--- src/hw/llcs_pkg.sv ---
package llcs_pkg;
  localparam int CLOCK_MHZ       = 100;
  localparam int HOLD_NS         = 2560;
  localparam int HOLD_CYCLES     = (HOLD_NS * CLOCK_MHZ + 999) / 1000;
  localparam int RESTART_CYCLES  = 4096;
  localparam int SLOW_TRIP_COUNT = 8;
  localparam int RATE_W          = 8;
  localparam int HALF_BASE       = 300;
  localparam int DEAD_CYCLES     = 20;
  localparam int CNT_W           = 13;
  localparam int SLOW_W          = 4;
  localparam int OSC_W           = 9;
  typedef logic [RATE_W-1:0] llcs_rate_t;
  typedef enum logic [1:0] {
    ST_HOLD,
    ST_RUN,
    ST_RESTART
  } llcs_state_e;
endpackage : llcs_pkg

--- src/hw/llcs_osc_if.sv ---
`timescale 1ns/1ps
interface llcs_osc_if;
  import llcs_pkg::*;
  logic       run;
  llcs_rate_t rateCode;
  logic       gateLowReq;
  logic       gateHighReq;
  logic       cycleEnd;
  modport osc  (input run, rateCode,
                output gateLowReq, gateHighReq, cycleEnd);
  modport ctrl (output run, rateCode,
                input gateLowReq, gateHighReq, cycleEnd);
endinterface : llcs_osc_if

--- src/hw/llcs_osc.sv ---
`timescale 1ns/1ps
module llcs_osc (
  input wire logic clock,
  input wire logic rst,
  llcs_osc_if.osc  bus
);
  import llcs_pkg::*;

  logic [OSC_W-1:0] cnt;
  logic             phase;
  logic [OSC_W-1:0] halfLimit;
  logic             halfDone;
  logic             pastDead;

  // more feedback current, shorter half period
  // [RL3] rate from current
  assign halfLimit = OSC_W'(HALF_BASE) - OSC_W'(bus.rateCode);
  assign halfDone  = (cnt >= halfLimit - OSC_W'(1));
  assign pastDead  = (cnt >= OSC_W'(DEAD_CYCLES));

  always_ff @(posedge clock) begin
    if (rst || !bus.run) begin
      cnt   <= '0;
      phase <= 1'h0;
    end else if (halfDone) begin
      cnt   <= '0;
      phase <= ~phase;
    end else begin
      cnt   <= cnt + OSC_W'(1);
    end
  end

  always_ff @(posedge clock) begin
    if (rst) begin
      bus.gateLowReq  <= 1'h0;
      bus.gateHighReq <= 1'h0;
      bus.cycleEnd    <= 1'h0;
    end else begin
      bus.gateLowReq  <= bus.run && !phase && pastDead && !halfDone;
      bus.gateHighReq <= bus.run && phase && pastDead && !halfDone;
      bus.cycleEnd    <= bus.run && phase && halfDone;
    end
  end

  property p_half_rate;
    @(posedge clock) disable iff (rst)
    (bus.run && halfDone && $stable(bus.rateCode))
      |-> (cnt == OSC_W'(HALF_BASE) - OSC_W'(bus.rateCode) - OSC_W'(1));
  endproperty
  a_half_rate: assert property (p_half_rate) // [RL3]
    else $error("half period does not follow rate code");

  property p_no_overlap;
    @(posedge clock) disable iff (rst)
    !(bus.gateLowReq && bus.gateHighReq);
  endproperty
  a_no_overlap: assert property (p_no_overlap)
    else $error("both gate requests high");
endmodule : llcs_osc

--- src/hw/llcs_sequencer.sv ---
`timescale 1ns/1ps
// Function
// [RL1] at start-up the feedback pin is pulled up and both gates are held off.
// [RL2] after that hold the pin is released, sensing starts and gates switch.
// [RL3] switching frequency falls as the feedback pin current falls.
// [RL4] a fast overcurrent trip turns both gates off at once.
// [RL5] slow overcurrent on 8 consecutive cycles shuts both gates down.
// [RL6] either overcurrent fault starts auto-restart instead of latching off.
// [RL7] during fault handling the feedback pin is pulled to reference.
// [RL8] after a fault 4096 cycles are counted, then a new soft start begins.
// [RL9] feedback current above the max-frequency current turns gates off.
// [RL10] gates resume once that current falls back below the limit.
// [RL11] the slow overcurrent count clears on any cycle without an excess.
module llcs_sequencer (
  input  wire logic                 clock,
  input  wire logic                 rst,
  input  wire logic                 fastOvercurrentTrip,
  input  wire logic                 slowOvercurrentOver,
  input  wire logic                 fbAboveMaxFreq,
  input  wire llcs_pkg::llcs_rate_t fbCurrentCode,
  output logic                      lowSideGateOut,
  output logic                      highSideGateOut,
  output logic                      fbPullUp,
  output logic                      senseEnable,
  output logic                      faultActive
);
  import llcs_pkg::*;

  logic [1:0]        fastSync;
  logic [1:0]        slowSync;
  logic [1:0]        fmaxSync;
  llcs_rate_t        rateMeta;
  llcs_rate_t        rateSync;
  llcs_rate_t        rateLast;
  llcs_rate_t        rateUse;
  logic              rateAgree;
  llcs_state_e       state;
  llcs_state_e       next_state;
  logic [CNT_W-1:0]  waitCnt;
  logic [SLOW_W-1:0] slowCnt;
  logic [SLOW_W-1:0] next_slowCnt;
  logic              slowSeen;
  logic              fastTrip;
  logic              slowNow;
  logic              overLimit;
  logic              slowHit;
  logic              holdDone;
  logic              restartDone;
  logic              gatesOn;
  logic              cycleOver;

  llcs_osc_if oscBus ();

  llcs_osc u_osc (
    .clock (clock),
    .rst   (rst),
    .bus   (oscBus)
  );

  // input synchronisers
  always_ff @(posedge clock) begin
    if (rst) begin
      fastSync <= '0;
      slowSync <= '0;
      fmaxSync <= '0;
      rateMeta <= '0;
      rateSync <= '0;
    end else begin
      fastSync <= {fastSync[0], fastOvercurrentTrip};
      slowSync <= {slowSync[0], slowOvercurrentOver};
      fmaxSync <= {fmaxSync[0], fbAboveMaxFreq};
      rateMeta <= fbCurrentCode;
      rateSync <= rateMeta;
    end
  end

  // rate word taken only when two samples agree
  assign rateAgree = (rateSync == rateLast);

  always_ff @(posedge clock) begin
    if (rst) begin
      rateLast <= '0;
      rateUse  <= '0;
    end else begin
      rateLast <= rateSync;
      rateUse  <= rateAgree ? rateSync : rateUse;
    end
  end

  assign fastTrip    = fastSync[1];
  assign slowNow     = slowSync[1];
  assign overLimit   = fmaxSync[1];
  assign cycleOver   = slowSeen || slowNow;
  assign holdDone    = (waitCnt == CNT_W'(HOLD_CYCLES - 1));
  assign restartDone = (waitCnt == CNT_W'(RESTART_CYCLES - 1));
  // [RL5] eighth consecutive excess
  assign slowHit     = oscBus.cycleEnd && cycleOver &&
                       (slowCnt == SLOW_W'(SLOW_TRIP_COUNT - 1));
  // [RL9] burst blanking
  assign gatesOn     = (state == ST_RUN) && !overLimit && !fastTrip;

  // [RL3] current code drives rate
  assign oscBus.rateCode = rateUse;
  assign oscBus.run      = (state == ST_RUN);

  // [RL11] clear on clean cycle
  assign next_slowCnt = (state != ST_RUN) ? '0 :
                        !oscBus.cycleEnd  ? slowCnt :
                        cycleOver         ? slowCnt + SLOW_W'(1) : '0;

  always_comb begin
    next_state = state;
    case (state)
      // [RL2] release after hold
      ST_HOLD: begin
        if (holdDone)
          next_state = ST_RUN;
      end
      // [RL6] faults go to restart
      ST_RUN: begin
        if (fastTrip || slowHit)
          next_state = ST_RESTART;
      end
      // [RL8] fresh soft start
      ST_RESTART: begin
        if (restartDone)
          next_state = ST_HOLD;
      end
      default: next_state = ST_HOLD;
    endcase
  end

  always_ff @(posedge clock) begin
    if (rst) begin
      state   <= ST_HOLD;
      waitCnt <= '0;
    end else begin
      state   <= next_state;
      waitCnt <= (next_state != state) ? '0 : waitCnt + CNT_W'(1);
    end
  end

  // excess seen this cycle, clear at cycle end wins
  always_ff @(posedge clock) begin
    if (rst) begin
      slowSeen <= 1'h0;
      slowCnt  <= '0;
    end else begin
      slowSeen <= oscBus.cycleEnd ? 1'h0 : (slowSeen || slowNow);
      slowCnt  <= next_slowCnt;
    end
  end

  // [RL1] [RL7] pull-up and gate gating
  always_ff @(posedge clock) begin
    if (rst) begin
      lowSideGateOut  <= 1'h0;
      highSideGateOut <= 1'h0;
      fbPullUp        <= 1'h1;
      senseEnable     <= 1'h0;
      faultActive     <= 1'h0;
    end else begin
      // [RL4] [RL10] immediate off, resume
      lowSideGateOut  <= gatesOn && oscBus.gateLowReq;
      highSideGateOut <= gatesOn && oscBus.gateHighReq;
      fbPullUp        <= (state != ST_RUN);
      senseEnable     <= (state == ST_RUN);
      faultActive     <= (state == ST_RESTART);
    end
  end

  property p_hold_pull;
    @(posedge clock) disable iff (rst)
    (state == ST_HOLD) |=> (fbPullUp && !lowSideGateOut && !highSideGateOut);
  endproperty
  a_hold_pull: assert property (p_hold_pull) // [RL1]
    else $error("hold phase not pulled up with gates off");

  property p_release;
    @(posedge clock) disable iff (rst)
    (state == ST_HOLD && holdDone) |=> ##1 (!fbPullUp && senseEnable);
  endproperty
  a_release: assert property (p_release) // [RL2]
    else $error("feedback pin not released after hold");

  property p_fast_off;
    @(posedge clock) disable iff (rst)
    (state == ST_RUN && fastTrip)
      |=> (state == ST_RESTART) ##0 (!lowSideGateOut && !highSideGateOut);
  endproperty
  a_fast_off: assert property (p_fast_off) // [RL4]
    else $error("fast trip did not turn gates off");

  property p_slow_off;
    @(posedge clock) disable iff (rst)
    (state == ST_RUN && slowHit) |=> (state == ST_RESTART) ##1
      (!lowSideGateOut && !highSideGateOut && faultActive);
  endproperty
  a_slow_off: assert property (p_slow_off) // [RL5]
    else $error("eighth slow excess did not shut down");

  property p_fault_restart;
    @(posedge clock) disable iff (rst)
    $rose(state == ST_RESTART) |-> (waitCnt == '0);
  endproperty
  a_fault_restart: assert property (p_fault_restart) // [RL6]
    else $error("restart wait not started from zero");

  property p_fault_pull;
    @(posedge clock) disable iff (rst)
    (state == ST_RESTART) |=> fbPullUp;
  endproperty
  a_fault_pull: assert property (p_fault_pull) // [RL7]
    else $error("feedback pin not pulled up during fault");

  property p_restart_wait;
    @(posedge clock) disable iff (rst)
    (state == ST_RESTART && restartDone) |=> (state == ST_HOLD);
  endproperty
  a_restart_wait: assert property (p_restart_wait) // [RL8]
    else $error("restart wait did not end in soft start");

  property p_burst_off;
    @(posedge clock) disable iff (rst)
    (state == ST_RUN && overLimit)
      |=> (!lowSideGateOut && !highSideGateOut);
  endproperty
  a_burst_off: assert property (p_burst_off) // [RL9]
    else $error("gates on above max frequency current");

  property p_burst_resume;
    @(posedge clock) disable iff (rst)
    (state == ST_RUN && !overLimit && !fastTrip && oscBus.gateLowReq)
      |=> lowSideGateOut;
  endproperty
  a_burst_resume: assert property (p_burst_resume) // [RL10]
    else $error("gates did not resume below limit");

  property p_slow_clear;
    @(posedge clock) disable iff (rst)
    (state == ST_RUN && oscBus.cycleEnd && !cycleOver) |=> (slowCnt == '0);
  endproperty
  a_slow_clear: assert property (p_slow_clear) // [RL11]
    else $error("slow count not cleared on clean cycle");
endmodule : llcs_sequencer

--- config.mk ---
export PLATFORM = sky130hd
export DESIGN_NAME = llcs_sequencer
export DESIGN_NICKNAME = d
export VERILOG_FILES = /design/src/hw/llcs_pkg.sv /design/src/hw/llcs_osc_if.sv /design/src/hw/llcs_osc.sv /design/src/hw/llcs_sequencer.sv
export SDC_FILE = /design/constraint.sdc
export NUM_CORES = 1
export LEC_CHECK = 0
export BUFFER_PORTS_ARGS = -buffer_cell sky130_fd_sc_hd__buf_2
export CORE_UTILIZATION = 25
export CTS_BUF_LIST = sky130_fd_sc_hd__clkbuf_4 sky130_fd_sc_hd__clkbuf_8
export DETAILED_ROUTE_END_ITERATION = 6
export PLACE_DENSITY = 0.47
export SETUP_SLACK_MARGIN = 0.02
export SLEW_MARGIN = 20
export SYNTH_ARGS = -nofsm -noshare
export SYNTH_HDL_FRONTEND = slang
export SYNTH_HIERARCHICAL = 1
export SYNTH_SLANG_ARGS = --single-unit
--- constraint.sdc ---
create_clock -name clock -period 3.2 [get_ports clock]
set_clock_uncertainty 0.1 [all_clocks]
set_input_delay 0.48 -clock clock [delete_from_list [all_inputs] [get_ports clock]]
set_output_delay 0.48 -clock clock [all_outputs]
set_load 0.01 [all_outputs]
-- Word level (Yosys, flattened, before mapping)
Cells that the tools add are included.
- add/subtract/negate cells: 5
- order comparisons: 2
- equality and inequality tests: 8
- mux-type cells: 5
- bitwise gates (word level): 1
- reductions and logical operators: 26
- operator list (kind ; number):
    $add A13 B1 Y13 const B ; 1
    $eq A13 B12 Y1 const B ; 1
    $eq A13 B8 Y1 const B ; 1
    $logic_and A1 B1 Y1 ; 13
    $add A9 B1 Y9 const B ; 1
    $ge A9 B5 Y1 const B ; 1
    $ge A9 B9 Y1 ; 1
    $sub A9 B1 Y9 const B ; 1
    $sub A9 B8 Y9 const A ; 1
    $eq A8 B8 Y1 ; 1
    $reduce_or A2 Y1 ; 4
    $mux W2 ; 3
    $pmux W2 S3 ; 1
    $logic_not A1 Y1 ; 5
    $add A4 B1 Y4 const B ; 1
    $eq A4 B3 Y1 const B ; 1
    $mux W4 ; 1
    $logic_or A1 B1 Y1 ; 3
    $eq A2 B1 Y1 const B ; 1
    $eq A2 B2 Y1 const B ; 1
    $logic_not A2 Y1 ; 1
    $ne A2 B1 Y1 const B ; 1
    $ne A2 B2 Y1 ; 1
    $not A1 Y1 ; 1
- register bits after elaboration: 76
- input bits: 13
- output and inout bits: 5
- word-level logic and storage cells: 68

-- Depth between registers and ports, before layout
- depth in word-level cells: 8
- gate-level depth with buffers: 11
- mapped depth without buffers: 10

-- Hierarchy
Netlist, hierarchy kept.
- by module, submodules not included (module ; instances ; cells each ; area each (um^2) ; seq. area each (um^2)):
    llcs_sequencer ; 1 ; 219 ; 2274.7 ; 1261.2
    llcs_osc ; 1 ; 88 ; 784.5 ; 260.2

-- Worst setup path before layout
Ideal clock, no wire load.
- kind: reg-to-reg
- start: register rateUse[2] (netlist: oscBus.rateCode[2])
- end: register u_osc.bus.gateLowReq
- library setup time: 0.072 ns
- arrival time: 2.060 ns
- data required time: 3.028 ns
- slack: 0.968 ns
- cell stages (with the launch flop): 11
- path buffers: 1
- period minus slack after synthesis: 2.232 ns
- cells stage by stage: dfxtp_1 ha_1 o21ai_0 xor2_1 ha_1 nand4_1 or3_1 o211ai_2 or3b_1 buf_6 nor3b_2
- word-level cells in the longest chain between the ends: 5
- RTL lines (what ; line ; text):
    from (decl) ; llcs_sequencer.sv:35 ; llcs_rate_t rateUse;
    from (signal assigned) ; llcs_sequencer.sv:86 ; rateUse <= rateAgree ? rateSync : rateUse;
    $sub A9 B8 Y9 ; llcs_osc.sv:17 ; assign halfLimit = OSC_W'(HALF_BASE) - OSC_W'(bus.rateCode);
    $sub A9 B1 Y9 ; llcs_osc.sv:18 ; assign halfDone = (cnt >= halfLimit - OSC_W'(1));
    $ge A9 B9 Y1 ; llcs_osc.sv:18 ;
    $logic_not A1 Y1 ; llcs_osc.sv:39 ; bus.gateLowReq <= bus.run && !phase && pastDead && !halfDone;
    $logic_and A1 B1 Y1 ; llcs_osc.sv:39 ;
    to (signal assigned) ; llcs_osc.sv:39 ;
    to (decl) ; llcs_osc_if.sv:10 ; output gateLowReq, gateHighReq, cycleEnd);
No other way between the ends.
A chain may end at the register's enable or synchronous reset.

-- Final worst setup path
- start: register rateUse[2] (netlist: oscBus.rateCode[2])
- end: register u_osc.cnt[6]
- word-level cells in the longest chain between the ends: 4
- RTL lines (what ; line ; text):
    $sub A9 B8 Y9 ; llcs_osc.sv:17 ;
    $sub A9 B1 Y9 ; llcs_osc.sv:18 ;
    $ge A9 B9 Y1 ; llcs_osc.sv:18 ;
    $reduce_or A2 Y1 (no source line) ; -- ;
    to (signal assigned) ; llcs_osc.sv:29 ; cnt <= cnt + OSC_W'(1);
    to (decl) ; llcs_osc.sv:9 ; logic [OSC_W-1:0] cnt;
No other way between the ends.

==> summary.md <==
| Metric | Value |
|---|---|
| Hold path startpoint | fbCurrentCode[7] |
| Via density | 4.20 |
| Startpoint type of the worst setup path | flip-flop |
| RSZ-0062 raised after global routing | false |
| Placed Cells incl. Taps | 464 |
| Worst vdd ir | 0.256 mV |
| Total iterations of the first detailed-routing run | 4 |
| ANT nets after route | 0 |
| LEAKAGE | 1.36 nW |
| Synth async-reset ratio | 0 |
| Clock-pin slew of the registers on the worst-case setup and hold paths | 0.08 ns |
| Largest net degree at the start of global routing | 33 |
| Worst Path Required | 3.32 ns |
| Final setup vio count | 0 |
| Post-synthesis sequential area ratio | 0.497 |
| Post-Syn Area per Cell | 9.96 um2 |
| Most used cell, CP | ha_1 |
| Slew of the pin with the lowest slew margin | 0.374 ns |
| Core Box Area | 12,000 um2 |
| Dpl ws | 0.676 ns |
| Most common cell after layout, fill and taps aside | dfxtp_1 |
| CP Capture Point | u_osc/cnt[6]$_SDFF_PP0_ |
| Crit path largest cell delay | 0.39 ns |
| Vias | 2,017 |
| Clock tree buffer depth | 2 |
| Final HPWL DP | 3570 um |
| Die Y | 113 um |
| Period minus WS final | 2.50 ns |
| H-tree levels | 3 |
| Synthesized net count | 334 |
| Synth area leader | dfxtp_1 |
| PwrDens | 510 nW/um2 |
| Slowest stage cell, crit path | or3_1 |
| DIE WIDTH | 113 um |
| Vias in the first global route | 1,952 |
| Post-Route WL | 5090 um |
| Crit-path cells | ha_1 -> o21ai_0 -> nand2_1 -> ha_1 -> nand4_1 -> or3_1 -> o211ai_2 -> or3b_1 -> nor2_1 |
| Post-synth cell types | 44 |
| Max-cap viol count | 0 |
| Worst R2R Start | oscBus.rateCode[2]$_SDFFE_PP0N_ |
| Top-level I/O count | 18 |
| Final WS setup | 0.698 ns |
| Initial antenna violation count | 0 |
| Final period util | 0.782 |
| Synth warn | 6 |
| Synthesis-to-finish area growth | 14.3% |
| Post-Synthesis Cells | 307 |
| CP max FO | 10 |
| CTS Sinks | 76 |
| Worst hold-check path type | in -> reg |
| Post-CTS setup buffer count | 0 |
| First-pass GRT wire length | 8940 um |
| Critical path class | reg -> reg |
| Yosys top cell area share | 0.497 |
| Starting DRT DRC Count | 60 |
| CTS tree | built |
| Outcome | completed |
| Fill cell count | 1,256 |
| Final nets | 355 |
| Commonest cells after routing, fill and taps aside | dfxtp_1 (76), nor2b_1 (39), nor2_1 (29) |
| Layout cells sized above 1 | 0.150 |
| CP Capture Type | flip-flop |
| TritonCTS Buffers | 9 |
| Die Area | 12,700 um2 |
| Max-slew headroom | 0.750 |
| F_max | 400 MHz |
| Critical path startpoint | oscBus.rateCode[2]$_SDFFE_PP0N_ |
| Post-synth EDFFs | 0 |
| Cts repair resizes | 0 |
| Row count | 40 |
| Initial core utilization | 0.256 |
| Wire per inst | 10.6 um |
| Gr usage total | 0.0901 |
| Worst EP arrival | 2.62 ns |
| Hold Vio Cnt, Final | 0 |
| Slew Limit Fails | 0 |
| Ranking of synthesized cells by area | dfxtp_1 (50%), nor2b_1 (8.0%), ha_1 (5.7%), xor2_1 (5.2%), nor2_1 (3.6%) |
| Finished Layout Cells | 480 |
| Synth Register Bits | 76 |
| R2R depth | 9 |
| Root buffer cell | clkbuf_8 |
| Overflow after GRT | 0 |
| Setup TNS | 0 ns |
| Port bufs | 17 |
| Reg2reg setup slack | 0.70 ns |
| DRC viols | 0 |
| Post-Synthesis Cell Area | 3060 um2 |
| R2R Path End | u_osc/cnt[6]$_SDFF_PP0_ |
| Worst skew pair latency | 0.34 ns |
| CTS Hold Buffers Added | 0 |
| Ys flop type | dfxtp_1 |
| GPL Wtd Cong | 0.683 |
| # diodes | 0 |
-- worst min path at each step --
| stage | to | slack [ns] | cells after the start |
|---|---|---|---|
| floorplan | highSideGateOut$_SDFF_PP0_ | 0.30 | 1 |
| global placement | rateSync[7]$_SDFF_PP0_ | 0.32 | 1 |
| detailed placement | rateSync[0]$_SDFF_PP0_ | 0.32 | 1 |
| CTS | rateMeta[0]$_SDFF_PP0_ | 0.22 | 2 |
| global route | rateMeta[7]$_SDFF_PP0_ | 0.22 | 2 |
| finish | rateMeta[7]$_SDFF_PP0_ | 0.25 | 2 |
-- synthesized netlist by cell type, types with 2 or more instances --
master and count:
a21oi_1 8, and3_1 3, clkbuf_1 5, dfxtp_1 76
ha_1 14, inv_1 8, mux2_2 8, mux2i_1 3
nand2_1 11, nand2b_1 3, nand3_1 11, nand4_1 4
nor2_1 29, nor2b_1 39, nor3_1 14, nor3b_1 3
nor4_1 5, nor4b_1 2, o211ai_1 2, o21ai_0 5
or2_2 2, or3_1 3, xnor2_1 11, xor2_1 18
-- through the flow --
stage                     total power [mW]   util  area [um2]  hold WS [ns]
after floorplan                       1.05      -        3060         0.299
after global placement                1.07  0.276        3300         0.321
after detailed placement              1.07  0.276        3300         0.321
after CTS                             1.83  0.292        3500         0.222
after global routing                  1.87  0.292        3500         0.225
final                                 1.78  0.292        3500         0.247
-- cells by family after synthesis --
group,count (synthesis),share of synthesized area
mux,11,0.0393
compound gates,25,0.0556
fa+ha+maj,14,0.0573
buf+inv,16,0.0229
xor+xnor,29,0.0830
simple gates,136,0.245
flops,76,0.497
-- worst max-delay path, delay by kind of cell, from the launching register on --
family,cells,cell delay (ns)
adder cells (fa/ha/maj),2,0.55
AND/OR/NAND/NOR,5,1.04
AO/OA/AOI/OAI,2,0.34
flip-flops,1,0.34
-- power breakdown --
| group | internal (mW) | switching [mW] | total (mW) |
|---|---|---|---|
| logic | 0.0343 | 0.0336 | 0.0678 |
| clock network | 0.382 | 0.351 | 0.733 |
| registers | 0.967 | 0.0133 | 0.981 |
-- routing by layer --
layer  track usage  wire, um  share of wire  up-vias
met5             0         0              0        -
met4        0.0427        64          0.013        0
met3        0.0313       177          0.035        5
met2         0.136      2170           0.43       25
met1         0.115      2680           0.53      905
li1              -         -              -     1082
-- state kept, by name (all words and copies together) (netlist names) --
signal	cells
u_osc/bus.gateLowReq	1
lowSideGateOut	1
slowCnt	4
rateLast	8
slowSeen	1
oscBus.rateCode	8
u_osc/bus.gateHighReq	1
fmaxSync	2
u_osc/cnt	9
fastSync	2
senseEnable	1
u_osc/phase	1
u_osc/bus.cycleEnd	1
rateMeta	8
state	2
slowSync	2
rateSync	8
fbPullUp	1
faultActive	1
waitCnt	13
highSideGateOut	1
-- cell type report --
class,instances,area (um2),share of cell area
timing repair buffer,18,92.6,0.0265
inverter,8,30.0,0.00859
sequential,76,1520,0.435
multi-input combinational,215,1470,0.420
clock inverter,6,62.6,0.0179
tap,147,184,0.0526
clock buffer,10,138,0.0394
(Power assumes the default switching activity.)
